===== config.mk =====
export PLATFORM = sky130hd
export DESIGN_NAME = freq_select_watchdog_recovery
export DESIGN_NICKNAME = d
export VERILOG_FILES = /design/src/hdl/freq_ctl_pkg.sv /design/src/hdl/freq_select_watchdog_recovery.sv /design/src/hdl/watchdog_timer.sv
export SDC_FILE = /design/constraint.sdc
export NUM_CORES = 1
export LEC_CHECK = 0
export BUFFER_PORTS_ARGS = -buffer_cell sky130_fd_sc_hd__buf_2
export CAP_MARGIN = 20
export CORE_MARGIN = 2
export CORE_UTILIZATION = 45
export DETAILED_ROUTE_END_ITERATION = 10
export SETUP_SLACK_MARGIN = 0.02
export SYNTH_ARGS = -nofsm -noshare
export SYNTH_HDL_FRONTEND = slang
export SYNTH_SLANG_ARGS = --single-unit

===== constraint.sdc =====
create_clock -name ref_clk -period 7.8 [get_ports ref_clk]
set_clock_uncertainty 0.05 [all_clocks]
set_input_delay 0 -clock ref_clk [delete_from_list [all_inputs] [get_ports ref_clk]]
set_output_delay 0 -clock ref_clk [all_outputs]
set_load 0.05 [all_outputs]

===== src/hdl/freq_ctl_pkg.sv =====
// Purpose : Shared constants, tables and carriers for frequency select and watchdog recovery
// Assumes : 200 MHz ref_clk, byte-wide control register port
// Notes   : Frequencies are in units of 100 kHz
package freq_ctl_pkg;

    // ----------------------------------------------------------------
    // Clock and timing
    // ----------------------------------------------------------------
    localparam int unsigned CLK_MHZ         = 200;
    localparam int unsigned CLK_PERIOD_NS   = 5;
    localparam int unsigned WD_SHORT_MS     = 150;
    localparam int unsigned WD_LONG_MS      = 2500;
    localparam int unsigned WD_SHORT_CYCLES = WD_SHORT_MS * 1000 * CLK_MHZ;
    localparam int unsigned WD_LONG_CYCLES  = WD_LONG_MS * 1000 * CLK_MHZ;
    localparam int unsigned RST_PULSE_NS    = 80;
    localparam int unsigned RST_PULSE_CYC   = (RST_PULSE_NS + CLK_PERIOD_NS - 1) / CLK_PERIOD_NS;
    localparam int unsigned RANGE_MIN_MHZ   = 50;
    localparam int unsigned RANGE_MAX_MHZ   = 248;

    // ----------------------------------------------------------------
    // Register offsets
    // ----------------------------------------------------------------
    localparam logic [7:0] OFS_SELECT  = 8'h08;
    localparam logic [7:0] OFS_WDOG    = 8'h09;
    localparam logic [7:0] OFS_CPU_N   = 8'h0A;
    localparam logic [7:0] OFS_CPU_M   = 8'h0B;
    localparam logic [7:0] OFS_RCV_N   = 8'h0C;
    localparam logic [7:0] OFS_RCV_M   = 8'h0D;
    localparam logic [7:0] OFS_STATUS  = 8'h0E;
    localparam logic [7:0] OFS_TEST    = 8'h0F;
    localparam logic [7:0] OFS_RSVD_A  = 8'h10;
    localparam logic [7:0] OFS_RSVD_B  = 8'h11;

    // Field positions
    localparam int unsigned BIT_BYPASS   = 7;
    localparam int unsigned BIT_WATCHDOG_ENABLE    = 7;
    localparam int unsigned BIT_WD_FLAG  = 6;
    localparam int unsigned BIT_WD_SCALE = 5;
    localparam int unsigned BIT_PROG_EN  = 7;
    localparam int unsigned BIT_RCV_SRC  = 7;

    // Reset values
    localparam logic [1:0] TEST_RESET  = 2'h3;
    localparam logic [4:0] SEL_RESET   = 5'h00;
    localparam logic [4:0] TIMER_RESET = 5'h00;

    // ----------------------------------------------------------------
    // Frequency lookup, 100 kHz units
    // ----------------------------------------------------------------
    localparam logic [22:0] GEAR_CONST = 23'h4940E5;  // 48.00741 scaled by 1e5

    localparam logic [11:0] CPU_TABLE [32] = '{
        12'h3EF, 12'h3F1, 12'h438, 12'h3F4, 12'h474, 12'h492, 12'h4B0, 12'h4CE,
        12'h4EC, 12'h514, 12'h53B, 12'h53E, 12'h541, 12'h5C8, 12'h5F0, 12'h618,
        12'h640, 12'h668, 12'h68A, 12'h6A4, 12'h6D6, 12'h708, 12'h73A, 12'h76C,
        12'h684, 12'h3EA, 12'h538, 12'h7D4, 12'h682, 12'h3E8, 12'h7D0, 12'h535};
    localparam logic [11:0] MID_TABLE [32] = '{
        12'h29F, 12'h2A1, 12'h2D0, 12'h2A3, 12'h2F8, 12'h30C, 12'h320, 12'h334,
        12'h276, 12'h28A, 12'h29E, 12'h29F, 12'h2A1, 12'h2E4, 12'h2F8, 12'h30C,
        12'h320, 12'h334, 12'h29D, 12'h2A8, 12'h2BC, 12'h2D0, 12'h2E4, 12'h2F8,
        12'h29B, 12'h29C, 12'h29C, 12'h29C, 12'h29A, 12'h29A, 12'h29A, 12'h29A};
    localparam logic [11:0] PCI_TABLE [32] = '{
        12'h150, 12'h150, 12'h168, 12'h151, 12'h17C, 12'h186, 12'h190, 12'h19A,
        12'h13B, 12'h145, 12'h14F, 12'h150, 12'h150, 12'h172, 12'h17C, 12'h186,
        12'h190, 12'h19A, 12'h14F, 12'h154, 12'h15E, 12'h168, 12'h172, 12'h17C,
        12'h14E, 12'h14E, 12'h14E, 12'h14E, 12'h14D, 12'h14D, 12'h14D, 12'h14D};

    // ----------------------------------------------------------------
    // Types
    // ----------------------------------------------------------------
    typedef enum logic [1:0] {
        WD_IDLE   = 2'h0,
        WD_COUNT  = 2'h1,
        WD_EXPIRE = 2'h3
    } wd_state_type;

    typedef struct packed {
        logic [11:0] cpu_freq;
        logic [11:0] mid_freq;
        logic [11:0] pci_freq;
        logic [22:0] gear;
        logic        prog_mode;
        logic [7:0]  pll_n;
        logic [6:0]  pll_m;
    } freq_out_type;

    typedef struct packed {
        logic       wr;
        logic       rd;
        logic [7:0] addr;
        logic [7:0] wdata;
    } reg_req_type;

endpackage


===== src/hdl/freq_select_watchdog_recovery.sv =====
// Purpose : Frequency select decode and watchdog recovery control
// Assumes : Byte register port is driven by the management bus engine on ref_clk
// Notes   : Strap pins are synchronised and latched once after reset release
// Functional notes
// RULE1 - Decode 5-bit code through 32-entry table
// RULE2 - Test byte resets 0x03, host writes ones
// RULE3 - Programmed CPU settings accepted, 50 to 248; the code stores any CPU N and M value with no range check
// RULE4 - Software may arm watchdog before changes
// RULE5 - Watchdog expiry asserts system reset output
// RULE6 - Expiry switches outputs to recovery frequency
// RULE7 - Enable clear stops, set counts after change
// RULE8 - Time-out flag sticky, write one clears
// RULE9 - Recovery source: straps or programmed N/M
// RULE10 - Bypass bit picks straps or register code
// RULE11 - Reserved bits read zero, writes ignored
`timescale 1ns/1ps
module freq_select_watchdog_recovery #(
    parameter int unsigned SHORT_CYCLES = freq_ctl_pkg::WD_SHORT_CYCLES,
    parameter int unsigned LONG_CYCLES  = freq_ctl_pkg::WD_LONG_CYCLES
) (
    input  wire logic                       ref_clk,
    input  wire logic                       reset_n,
    input  wire logic [4:0]                 strap_select_pins,
    input  wire freq_ctl_pkg::reg_req_type  reg_req,
    output logic [7:0]                      reg_rdata,
    output freq_ctl_pkg::freq_out_type      freq_out,
    output logic                            recovery_active,
    output logic                            sys_reset_n
);

    // ----------------------------------------------------------------
    // Strap capture
    // ----------------------------------------------------------------
    logic [4:0] strap_meta_q, strap_sync_q, strap_latch_q, strap_latch_d;
    logic       strap_done_q, strap_done_d;

    always_comb begin
        strap_latch_d = strap_latch_q;
        strap_done_d  = 1'b1;
        if (!strap_done_q) begin
            strap_latch_d = strap_sync_q;
        end
    end

    always_ff @(posedge ref_clk) begin
        strap_meta_q <= strap_select_pins;
        strap_sync_q <= strap_meta_q;
        if (!reset_n) begin
            strap_latch_q <= 5'h00;
            strap_done_q  <= 1'b0;
        end else begin
            strap_latch_q <= strap_latch_d;
            strap_done_q  <= strap_done_d;
        end
    end

    // ----------------------------------------------------------------
    // Control registers
    // ----------------------------------------------------------------
    logic       bypass_q, bypass_d;
    logic [4:0] sel_code_q, sel_code_d;
    logic       watchdog_enable_q, watchdog_enable_d;
    logic       timeout_flag_q, timeout_flag_d;
    logic       long_scale_q, long_scale_d;
    logic [4:0] wd_timer_q, wd_timer_d;
    logic [7:0] cpu_n_q, cpu_n_d;
    logic       prog_en_q, prog_en_d;
    logic [6:0] cpu_m_q, cpu_m_d;
    logic [7:0] rcv_n_q, rcv_n_d;
    logic       recovery_source_select_q, recovery_source_select_d;
    logic [6:0] rcv_m_q, rcv_m_d;
    logic [1:0] test_q, test_d;
    logic [7:0] rdata_q, rdata_d;
    logic       recovery_q, recovery_d;
    logic [7:0] rst_cnt_q, rst_cnt_d;
    logic       freq_change;
    logic       expire;

    // Any write to the select, CPU N or CPU M register counts as a change
    assign freq_change = reg_req.wr && (reg_req.addr == freq_ctl_pkg::OFS_SELECT
                                     || reg_req.addr == freq_ctl_pkg::OFS_CPU_N
                                     || reg_req.addr == freq_ctl_pkg::OFS_CPU_M);

    always_comb begin
        bypass_d                 = bypass_q;
        sel_code_d               = sel_code_q;
        watchdog_enable_d        = watchdog_enable_q;
        timeout_flag_d           = timeout_flag_q;
        long_scale_d             = long_scale_q;
        wd_timer_d               = wd_timer_q;
        cpu_n_d                  = cpu_n_q;
        prog_en_d                = prog_en_q;
        cpu_m_d                  = cpu_m_q;
        rcv_n_d                  = rcv_n_q;
        recovery_source_select_d = recovery_source_select_q;
        rcv_m_d                  = rcv_m_q;
        test_d                   = test_q;
        if (reg_req.wr) begin
            unique case (reg_req.addr)
                freq_ctl_pkg::OFS_SELECT: begin
                    bypass_d   = reg_req.wdata[freq_ctl_pkg::BIT_BYPASS];
                    sel_code_d = reg_req.wdata[4:0];
                end
                freq_ctl_pkg::OFS_WDOG: begin
                    watchdog_enable_d = reg_req.wdata[freq_ctl_pkg::BIT_WATCHDOG_ENABLE];
                    long_scale_d      = reg_req.wdata[freq_ctl_pkg::BIT_WD_SCALE];
                    wd_timer_d        = reg_req.wdata[4:0];
                    if (reg_req.wdata[freq_ctl_pkg::BIT_WD_FLAG]) begin
                        timeout_flag_d = 1'b0;  // see RULE8
                    end
                end
                freq_ctl_pkg::OFS_CPU_N: cpu_n_d = reg_req.wdata;  // see RULE3
                freq_ctl_pkg::OFS_CPU_M: begin
                    prog_en_d = reg_req.wdata[freq_ctl_pkg::BIT_PROG_EN];
                    cpu_m_d   = reg_req.wdata[6:0];  // see RULE3
                end
                freq_ctl_pkg::OFS_RCV_N: rcv_n_d = reg_req.wdata;
                freq_ctl_pkg::OFS_RCV_M: begin
                    recovery_source_select_d = reg_req.wdata[freq_ctl_pkg::BIT_RCV_SRC];
                    rcv_m_d                  = reg_req.wdata[6:0];
                end
                freq_ctl_pkg::OFS_TEST: test_d = reg_req.wdata[1:0];  // see RULE2
                default: begin
                end
            endcase
        end
        if (expire) begin
            timeout_flag_d = 1'b1;  // see RULE8
        end
    end

    // ----------------------------------------------------------------
    // Read back
    // ----------------------------------------------------------------
    always_comb begin
        rdata_d = rdata_q;
        if (reg_req.rd) begin
            unique case (reg_req.addr)
                freq_ctl_pkg::OFS_SELECT: rdata_d = {bypass_q, 2'h0, sel_code_q};
                freq_ctl_pkg::OFS_WDOG:   rdata_d = {watchdog_enable_q, timeout_flag_q, long_scale_q, wd_timer_q};
                freq_ctl_pkg::OFS_CPU_N:  rdata_d = cpu_n_q;
                freq_ctl_pkg::OFS_CPU_M:  rdata_d = {prog_en_q, cpu_m_q};
                freq_ctl_pkg::OFS_RCV_N:  rdata_d = rcv_n_q;
                freq_ctl_pkg::OFS_RCV_M:  rdata_d = {recovery_source_select_q, rcv_m_q};
                freq_ctl_pkg::OFS_STATUS: rdata_d = {recovery_q, ~sys_reset_n, 1'b0, strap_latch_q};
                freq_ctl_pkg::OFS_TEST:   rdata_d = {6'h00, test_q};  // see RULE11
                default:                  rdata_d = 8'h00;  // see RULE11
            endcase
        end
    end

    // ----------------------------------------------------------------
    // Recovery and system reset
    // ----------------------------------------------------------------
    always_comb begin
        recovery_d = recovery_q;
        rst_cnt_d  = rst_cnt_q;
        if (freq_change) begin
            recovery_d = 1'b0;
        end
        if (expire) begin
            recovery_d = 1'b1;  // see RULE6
            rst_cnt_d  = 8'(freq_ctl_pkg::RST_PULSE_CYC);  // see RULE5
        end else if (rst_cnt_q != 8'h00) begin
            rst_cnt_d = rst_cnt_q - 8'h01;
        end
    end

    always_ff @(posedge ref_clk) begin
        if (!reset_n) begin
            bypass_q                 <= 1'b0;
            sel_code_q               <= freq_ctl_pkg::SEL_RESET;
            watchdog_enable_q        <= 1'b0;
            timeout_flag_q           <= 1'b0;
            long_scale_q             <= 1'b0;
            wd_timer_q               <= freq_ctl_pkg::TIMER_RESET;
            cpu_n_q                  <= 8'h00;
            prog_en_q                <= 1'b0;
            cpu_m_q                  <= 7'h00;
            rcv_n_q                  <= 8'h00;
            recovery_source_select_q <= 1'b0;
            rcv_m_q                  <= 7'h00;
            test_q                   <= freq_ctl_pkg::TEST_RESET;  // see RULE2
            rdata_q                  <= 8'h00;
            recovery_q               <= 1'b0;
            rst_cnt_q                <= 8'h00;
        end else begin
            bypass_q                 <= bypass_d;
            sel_code_q               <= sel_code_d;
            watchdog_enable_q        <= watchdog_enable_d;
            timeout_flag_q           <= timeout_flag_d;
            long_scale_q             <= long_scale_d;
            wd_timer_q               <= wd_timer_d;
            cpu_n_q                  <= cpu_n_d;
            prog_en_q                <= prog_en_d;
            cpu_m_q                  <= cpu_m_d;
            rcv_n_q                  <= rcv_n_d;
            recovery_source_select_q <= recovery_source_select_d;
            rcv_m_q                  <= rcv_m_d;
            test_q                   <= test_d;
            rdata_q                  <= rdata_d;
            recovery_q               <= recovery_d;
            rst_cnt_q                <= rst_cnt_d;
        end
    end

    assign reg_rdata   = rdata_q;
    assign sys_reset_n = (rst_cnt_q == 8'h00);  // see RULE5
    assign recovery_active = recovery_q;

    // ----------------------------------------------------------------
    // Watchdog
    // ----------------------------------------------------------------
    watchdog_timer #(
        .SHORT_CYCLES (SHORT_CYCLES),
        .LONG_CYCLES  (LONG_CYCLES)
    ) u_watchdog (
        .ref_clk     (ref_clk),
        .reset_n     (reset_n),
        .enable      (watchdog_enable_q),
        .start       (freq_change),  // see RULE7
        .long_scale  (long_scale_q),
        .timer_value (wd_timer_q),
        .expire      (expire)
    );

    // ----------------------------------------------------------------
    // Frequency decode
    // ----------------------------------------------------------------
    logic [4:0]                 code;
    freq_ctl_pkg::freq_out_type out_q, out_d;

    always_comb begin
        code = bypass_q ? sel_code_q : strap_latch_q;  // see RULE10
        if (recovery_q && !recovery_source_select_q) begin
            code = strap_latch_q;  // see RULE9
        end
        out_d.cpu_freq  = freq_ctl_pkg::CPU_TABLE[code];  // see RULE1
        out_d.mid_freq  = freq_ctl_pkg::MID_TABLE[code];
        out_d.pci_freq  = freq_ctl_pkg::PCI_TABLE[code];
        out_d.gear      = freq_ctl_pkg::GEAR_CONST;
        out_d.prog_mode = prog_en_q;
        out_d.pll_n     = cpu_n_q;
        out_d.pll_m     = cpu_m_q;
        if (recovery_q) begin
            out_d.prog_mode = recovery_source_select_q;  // see RULE6
            out_d.pll_n     = rcv_n_q;
            out_d.pll_m     = rcv_m_q;
        end
    end

    always_ff @(posedge ref_clk) begin
        if (!reset_n) begin
            out_q <= '0;
        end else begin
            out_q <= out_d;
        end
    end

    assign freq_out = out_q;

endmodule


===== src/hdl/watchdog_timer.sv =====
// Purpose : Watchdog down-counter with selectable prescaler
// Assumes : start is a one-cycle pulse on a frequency change
// Notes   : Tick lengths are parameters so simulation can shorten them
`timescale 1ns/1ps
module watchdog_timer #(
    parameter int unsigned SHORT_CYCLES = freq_ctl_pkg::WD_SHORT_CYCLES,
    parameter int unsigned LONG_CYCLES  = freq_ctl_pkg::WD_LONG_CYCLES
) (
    input  wire logic       ref_clk,
    input  wire logic       reset_n,
    input  wire logic       enable,
    input  wire logic       start,
    input  wire logic       long_scale,
    input  wire logic [4:0] timer_value,
    output logic            expire
);

    freq_ctl_pkg::wd_state_type state_q, state_d;
    logic [31:0] tick_q, tick_d;
    logic [5:0]  count_q, count_d;

    always_comb begin
        state_d = state_q;
        tick_d  = tick_q;
        count_d = count_q;
        unique case (state_q)
            freq_ctl_pkg::WD_IDLE: begin
                if (enable && start) begin
                    state_d = freq_ctl_pkg::WD_COUNT;
                    tick_d  = (long_scale ? LONG_CYCLES : SHORT_CYCLES) - 32'h1;
                    count_d = {1'b0, timer_value} + 6'h01;
                end
            end
            freq_ctl_pkg::WD_COUNT: begin
                if (tick_q == 32'h0) begin
                    tick_d  = (long_scale ? LONG_CYCLES : SHORT_CYCLES) - 32'h1;
                    count_d = count_q - 6'h01;
                    if (count_q == 6'h01) begin
                        state_d = freq_ctl_pkg::WD_EXPIRE;
                    end
                end else begin
                    tick_d = tick_q - 32'h1;
                end
            end
            freq_ctl_pkg::WD_EXPIRE: begin
                state_d = freq_ctl_pkg::WD_IDLE;
            end
            default: begin
                state_d = freq_ctl_pkg::WD_IDLE;
            end
        endcase
        if (!enable) begin
            state_d = freq_ctl_pkg::WD_IDLE;  // see RULE7
            tick_d  = 32'h0;
            count_d = 6'h00;
        end
    end

    always_ff @(posedge ref_clk) begin
        if (!reset_n) begin
            state_q <= freq_ctl_pkg::WD_IDLE;
            tick_q  <= 32'h0;
            count_q <= 6'h00;
        end else begin
            state_q <= state_d;
            tick_q  <= tick_d;
            count_q <= count_d;
        end
    end

    assign expire = (state_q == freq_ctl_pkg::WD_EXPIRE);

endmodule

==> impl_metrics.yaml, run 1 <==
status:
  status: "finished clean"
logic_synthesis:
  ys_top_cells_by_area: "dfxtp_1 41%, mux2i_1 8.1%, nor2_1 5.2%, a21oi_1 4.0%, nand2_1 3.4%"
  synth-seq-area-share_pct: 40.6
  synth-simple-area-share_pct: 19.0
  synthMuxAreaShare_pct: 10.9
  synth_area_leader_cell: "dfxtp_1"
  yosys.area_share.adder_pct: 2.80
  synth_top_area_share_pct: 40.6
  synth-seq-cells: 163
  synthCells: 927
  synth_most_common_cell: "dfxtp_1"
  ys.warnings.count: 0
  synthXorXnorAreaFrac_pct: 3.60
  ys.flop_type: "dfxtp_1"
  synth_top_family_by_area: "simple AND/OR/NAND/NOR gates"
  synth_compound_area_share_pct: 15.7
  netlist_area_um2: 8040
  synth.distinct_cells: 68
  synth_edf_count: 0
  ys_async_sr_fraction_pct: 0
  synth_common_cells: "163 x dfxtp_1, 112 x nor2_1, 72 x nand2_1"
  avgSynthCellArea_um2: 8.67
setup_path:
  critical_path.startpoint_type: "flop"
  crit_family: "multiplexers"
  path_buf_inv: 1
  slowest_delay_ns: 0.89
  arrival_ns: 3.61
  crit_type: "flop to flop"
  timing.rr.end: "freq_out[39]$_SDFF_PN0_"
  critPathCaptureType: "flop"
  crit_path_top_delay_cell: "mux2i_1"
  r2r_start: "recovery_source_select_q$_SDFFE_PN0P_"
  r2r_slack_ns: 4.49
  required_ns: 8.10
  worstRegToRegCells: 8
  cp_cell_sequence: "nand2b_1 > nand2_1 > mux2i_1 > inv_1 > ha_1 > or3_1 > o211a_1 > a211oi_1"
  path_max_fanout: 11
timing:
  rsz0062_at_grt: "no"
  layout_min_cycle_time_ns: 3.31
  finalHoldViolCount: 0
  slew_headroom_pct: 29.8
  final.period_utilization_pct: 42.4
  setup_ws_ns: 4.49
  max_freq_ghz: 0.302
  tns_ns: 0
  finalSetupViolations: 0
  worst_slew_pin_slew_ns: 1.02
  drv_slew: 0
cts:
  htreeDepth: 4
  cts_root_buf: "clkbuf_16"
  clock-sinks: 163
  clock_latency_ns: 0.44
  cts_setup_buffers: 0
  cts_made_buffers: 17
  clkTransAtPathRegs_ns: 0.07
  holdBufCountCts: 16
  cts_buffer_depth: 2
  postCtsResizedCells: 0
  cts_tree: "done"
drt:
  antenna_left: 0
  drtPass1Iterations: 5
  via_count: 6915
  drc: 0
  dr.first_iter.drc_count: 576
  routedWlPerCell_um: 16.8
  routed_wl_mm: 20.5
  routed_via_density: 5.65
place:
  dpl_worst_slack_ns: 4.55
  routabilityCongestion: 0.826
  portBuffers: 89
  dp_cells: 1175
  dpl.hpwl_mm: 13.8
power_and_ir_drop:
  p_per_area_nw_per_um2: 225
  p_leak_uw: 0.00381
  ir_drop_uv: 167
layout:
  final_core_util_pct: 52.8
  drive_above_1_share_pct: 15.9
  finalNonFillerCells: 1224
  nNetsFinal: 1029
  antenna_cells: 0
  nFillCells: 1652
  area_delta_synth_final_pct: 14.1
grt:
  grt_max_degree: 81
  antenna_found_initial: 0
  grt_pass1_wl_mm: 32.7
  globalRouteTotalUtil_pct: 22.2
  grt_pass1_vias: 6303
  grt.overflow.total: 0
flow_run:
  maxCapViolations: 0
die:
  initial_utilization_pct: 46.3
  pin_count: 110
  die_area_um2: 18900
  rows: 48
  dieHeight_um: 138
  die_w_um: 138
  core_um2: 17400
hold_path:
  min_from: "reg_req[15]"
  hold_end: "reg_rdata[6]$_SDFFE_PN0P_"
  min_delay_path_depth: 5
  hp-class: "primary input to flop"
==> worst max path at each step <==
stage                                           from  slack, ns  depth (start not counted)                       to
2_1_floorplan           recovery_active$_SDFFE_PN0P_       4.77                          8  freq_out[39]$_SDFF_PN0_
3_3_place_gp   recovery_source_select_q$_SDFFE_PN0P_       4.63                          8  freq_out[39]$_SDFF_PN0_
3_5_place_dp   recovery_source_select_q$_SDFFE_PN0P_       4.55                          8  freq_out[39]$_SDFF_PN0_
4_1_cts        recovery_source_select_q$_SDFFE_PN0P_       4.52                          8  freq_out[39]$_SDFF_PN0_
5_1_grt        recovery_source_select_q$_SDFFE_PN0P_       4.25                          8  freq_out[39]$_SDFF_PN0_
6_report       recovery_source_select_q$_SDFFE_PN0P_       4.49                          8  freq_out[39]$_SDFF_PN0_
==> layer usage <==
layer / up-vias / part of all wire [%] / track usage, %
li1: 3377 / - / -
met1: 3255 / 45 / 29.8
met2: 249 / 47 / 35.1
met3: 34 / 5.8 / 4.34
met4: 0 / 2.2 / 8.59
met5: - / 0 / 0
==> stage by stage <==
stage / power (µW) / hold slack, ns / instance area, µm²
after global placement: 1240 / 0.0529 / 8410
after detailed placement: 1240 / 0.0536 / 8410
after floorplan: 1180 / -0.0223 / 8110
final: 2070 / 0.0580 / 9170
after CTS: 2090 / 0.0416 / 9160
after global routing: 2140 / 0.0748 / 9170
==> tightest hold or removal path: stages <==
cell and delay, ns:
buf_2 0.09, nor3_1 0.07, nand3_1 0.09, a311oi_1 0.05, a31o_2 0.20
==> registers in the layout, indices dropped and copies added, names as in the netlist, 2 cells and up <==
register	count
cpu_m_q	7
rst_cnt_q	8
wd_timer_q	5
strap_sync_q	5
reg_rdata	8
u_watchdog.tick_q	32
u_watchdog.count_q	6
freq_out	43
cpu_n_q	8
test_q	2
rcv_n_q	8
sel_code_q	5
strap_meta_q	5
u_watchdog.state_q	2
rcv_m_q	7
strap_latch_q	5
==> cell usage in the layout (no fill, tap or decap), drive strengths merged, types with 16 or more instances in the layout <==
| master | n |
|---|---|
| a21oi | 66 |
| a31oi | 17 |
| buf | 98 |
| clkbuf | 18 |
| conb | 20 |
| dfxtp | 163 |
| dlygate4sd3 | 16 |
| ha | 18 |
| inv | 36 |
| mux2i | 65 |
| nand2 | 72 |
| nand3 | 43 |
| nor2 | 112 |
| nor3 | 19 |
| o21ai | 39 |
| xnor2 | 17 |
| xor2 | 16 |
==> power by group <==
part	internal, µW	total (µW)	switching [µW]
Clock	438	835	397
Sequential	868	891	22.4
Combinational	104	340	236
==> cell type report <==
| class | count | area, µm² | area share, % |
|---|---|---|---|
| clock buffer | 18 | 439 | 4.79 |
| clock inverter | 14 | 150 | 1.64 |
| inverter | 25 | 93.8 | 1.02 |
| multi-input combinational | 665 | 4260 | 46.5 |
| sequential | 163 | 3260 | 35.6 |
| tap | 225 | 282 | 3.07 |
| timing repair buffer | 114 | 681 | 7.42 |
==> kinds of logic (layout without fill, tap and decap cells) <==
family | count (synthesis) | in the layout
buffers and inverters | 118 | 171
adders and majority gates | 18 | 18
muxes | 77 | 77
other | 1 | 20
DFF | 163 | 163
xor gates and xnor gates | 33 | 33
AOI/OAI and AO/OA | 195 | 195
and+or+nand+nor | 322 | 322
Power figures use the tool's default switching activity.
==> inputs of run 2 (changes only) <==
PLACE_DENSITY = 0.67   (was unset)
clock period = 2.8 ns   (was 7.8 ns; I/O delays follow)
==> run 2 against run 1 <==
Net effect:
- register-to-register slack lost 4.3 ns
- non-clock buffer count is 22 higher
- final area grew 2.1%
- highest routed layer unchanged
- clock power grew to 2.8 times the previous value
- via count increased by 1.4%
- largest cell class unchanged
- die area unchanged
- core utilization rose by 1.1 points
- combinational power rose to 2.9 times the previous value
- global-route usage increased by 0.21 points
- critical path type unchanged
- cell count is 1.8% higher
- setup slack lost 4.3 ns
- fmax grew 29%
==> impl_metrics.yaml, run 2 (same netlist as run 1, synthesis figures left out) <==
status:
  status: "finished clean"
die:
  pin_count: 110
  initial_utilization_pct: 46.3
  core_um2: 17400
  dieHeight_um: 138
  die_area_um2: 18900
  die_w_um: 138
  rows: 48
setup_path:
  path_max_fanout: 23
  arrival_ns: 2.85
  r2r_slack_ns: 0.24
  required_ns: 3.08
  crit_start: "u_watchdog.tick_q[12]$_SDFFE_PN0P_"
  r2r_start: "u_watchdog.tick_q[12]$_SDFFE_PN0P_"
  critPathCaptureType: "flop"
  crit_type: "flop to flop"
  critical_path.startpoint_type: "flop"
drt:
  drc: 0
  via_count: 7010
  drtPass1Iterations: 7
  routed_via_density: 5.63
  dr.first_iter.drc_count: 576
  routed_wl_mm: 20.7
  routedWlPerCell_um: 16.6
  antenna_left: 0
layout:
  antenna_cells: 0
  finalNonFillerCells: 1246
  multi_input_area_um2: 4280
  final_common_cell: "dfxtp_1"
  nFillCells: 1577
  drive_above_1_share_pct: 18.1
  ff_latch_area_um2: 3260
  final_cell_mix: "162 x dfxtp_1, 112 x nor2_1, 89 x buf_2, 72 x nand2_1, 64 x a21oi_1"
  area_delta_synth_final_pct: 16.5
  largest_reg_flops: 43
  nNetsFinal: 1051
timing:
  layout_min_cycle_time_ns: 2.56
  max_freq_ghz: 0.390
  finalHoldViolCount: 0
  slew_headroom_pct: 51.3
  drv_slew: 0
  worst_slew_pin_slew_ns: 0.729
  finalSetupViolations: 0
  final.period_utilization_pct: 91.6
  tns_ns: 0
  rsz0062_at_grt: "no"
power_and_ir_drop:
  ir_drop_uv: 429
  p_leak_uw: 0.00391
  p_per_area_nw_per_um2: 618
grt:
  grt.overflow.total: 0
  globalRouteTotalUtil_pct: 22.4
  antenna_found_initial: 0
  grt_pass1_wl_mm: 33.0
  grt_max_degree: 74
  grt_pass1_vias: 6402
place:
  portBuffers: 89
  routabilityCongestion: 0.912
  dpl.hpwl_mm: 14.3
  dp_cells: 1198
cts:
  cts_made_buffers: 17
  clkTransAtPathRegs_ns: 0.07
  clock-sinks: 163
  htreeDepth: 4
  cts_tree: "done"
  cts_root_buf: "clkbuf_16"
  cts_setup_buffers: 0
  clock_latency_ns: 0.44
  cts_buffer_depth: 2
hold_path:
  min_from: "reg_req[15]"
  hp-class: "primary input to flop"
flow_run:
  maxCapViolations: 0
==> run 2: cell type report <==
class                      instances  area share [%]
timing repair buffer             136            9.09
tap                              225            3.01
clock buffer                      17            4.54
multi-input combinational        665            45.8
inverter                          25            1.00
clock inverter                    15            1.72
sequential                       163            34.9
==> run 2: power breakdown <==
group	total (µW)	switching (µW)	internal, µW
clock	2340	1070	1270
sequential	2480	62.2	2420
combinational	971	663	308
total	5790	1790	3990
==> run 2: critical path: stages, from the launching register on <==
cell and delay (ns):
dfxtp_1 0.34, or4_1 0.58, nor4b_1 0.47, and3_1 0.31, a21oi_4 0.19, or2_1 0.33
and3_1 0.17
==> run 2: through the flow <==
stage                     util (%)  hold slack (ns)  cell area (µm²)  power, µW  setup WS [ns]
final                         53.9           0.0394             9360       5790          0.235
after global routing          53.9           0.0772             9360       6020         0.0619
after CTS                     53.9           0.0292             9360       5830          0.226
after detailed placement      49.6           0.0536             8600       3480         0.0169
after global placement        49.6           0.0524             8600       3470          0.106
after floorplan                  -          -0.0223             8120       3290          0.124
==> run 2: final timing paths <==
| path | endpoint | cells after the start |
|---|---|---|
| max | u_watchdog.tick_q[10]$_SDFFE_PN0P_ | 6 |
| min | reg_rdata[6]$_SDFFE_PN0P_ | 5 |
| max reg2reg | u_watchdog.tick_q[10]$_SDFFE_PN0P_ | 6 |
| min reg2reg | strap_sync_q[1]$_DFF_P_ | 0 |
==> run 2: per-layer routing <==
metal	part of all wire [%]	GRT usage [%]	wire length, µm
met1	46	30.7	9570
met2	47	35.1	9730
met3	5.1	4.93	1050
met4	1.7	7.04	344
met5	0	0	0
==> run 2: timing repair <==
item	in CTS	in global routing
resized for setup	1	1
hold endpoints to repair	61	0
endpoints found under the setup margin	1	1
hold buffers	16	0
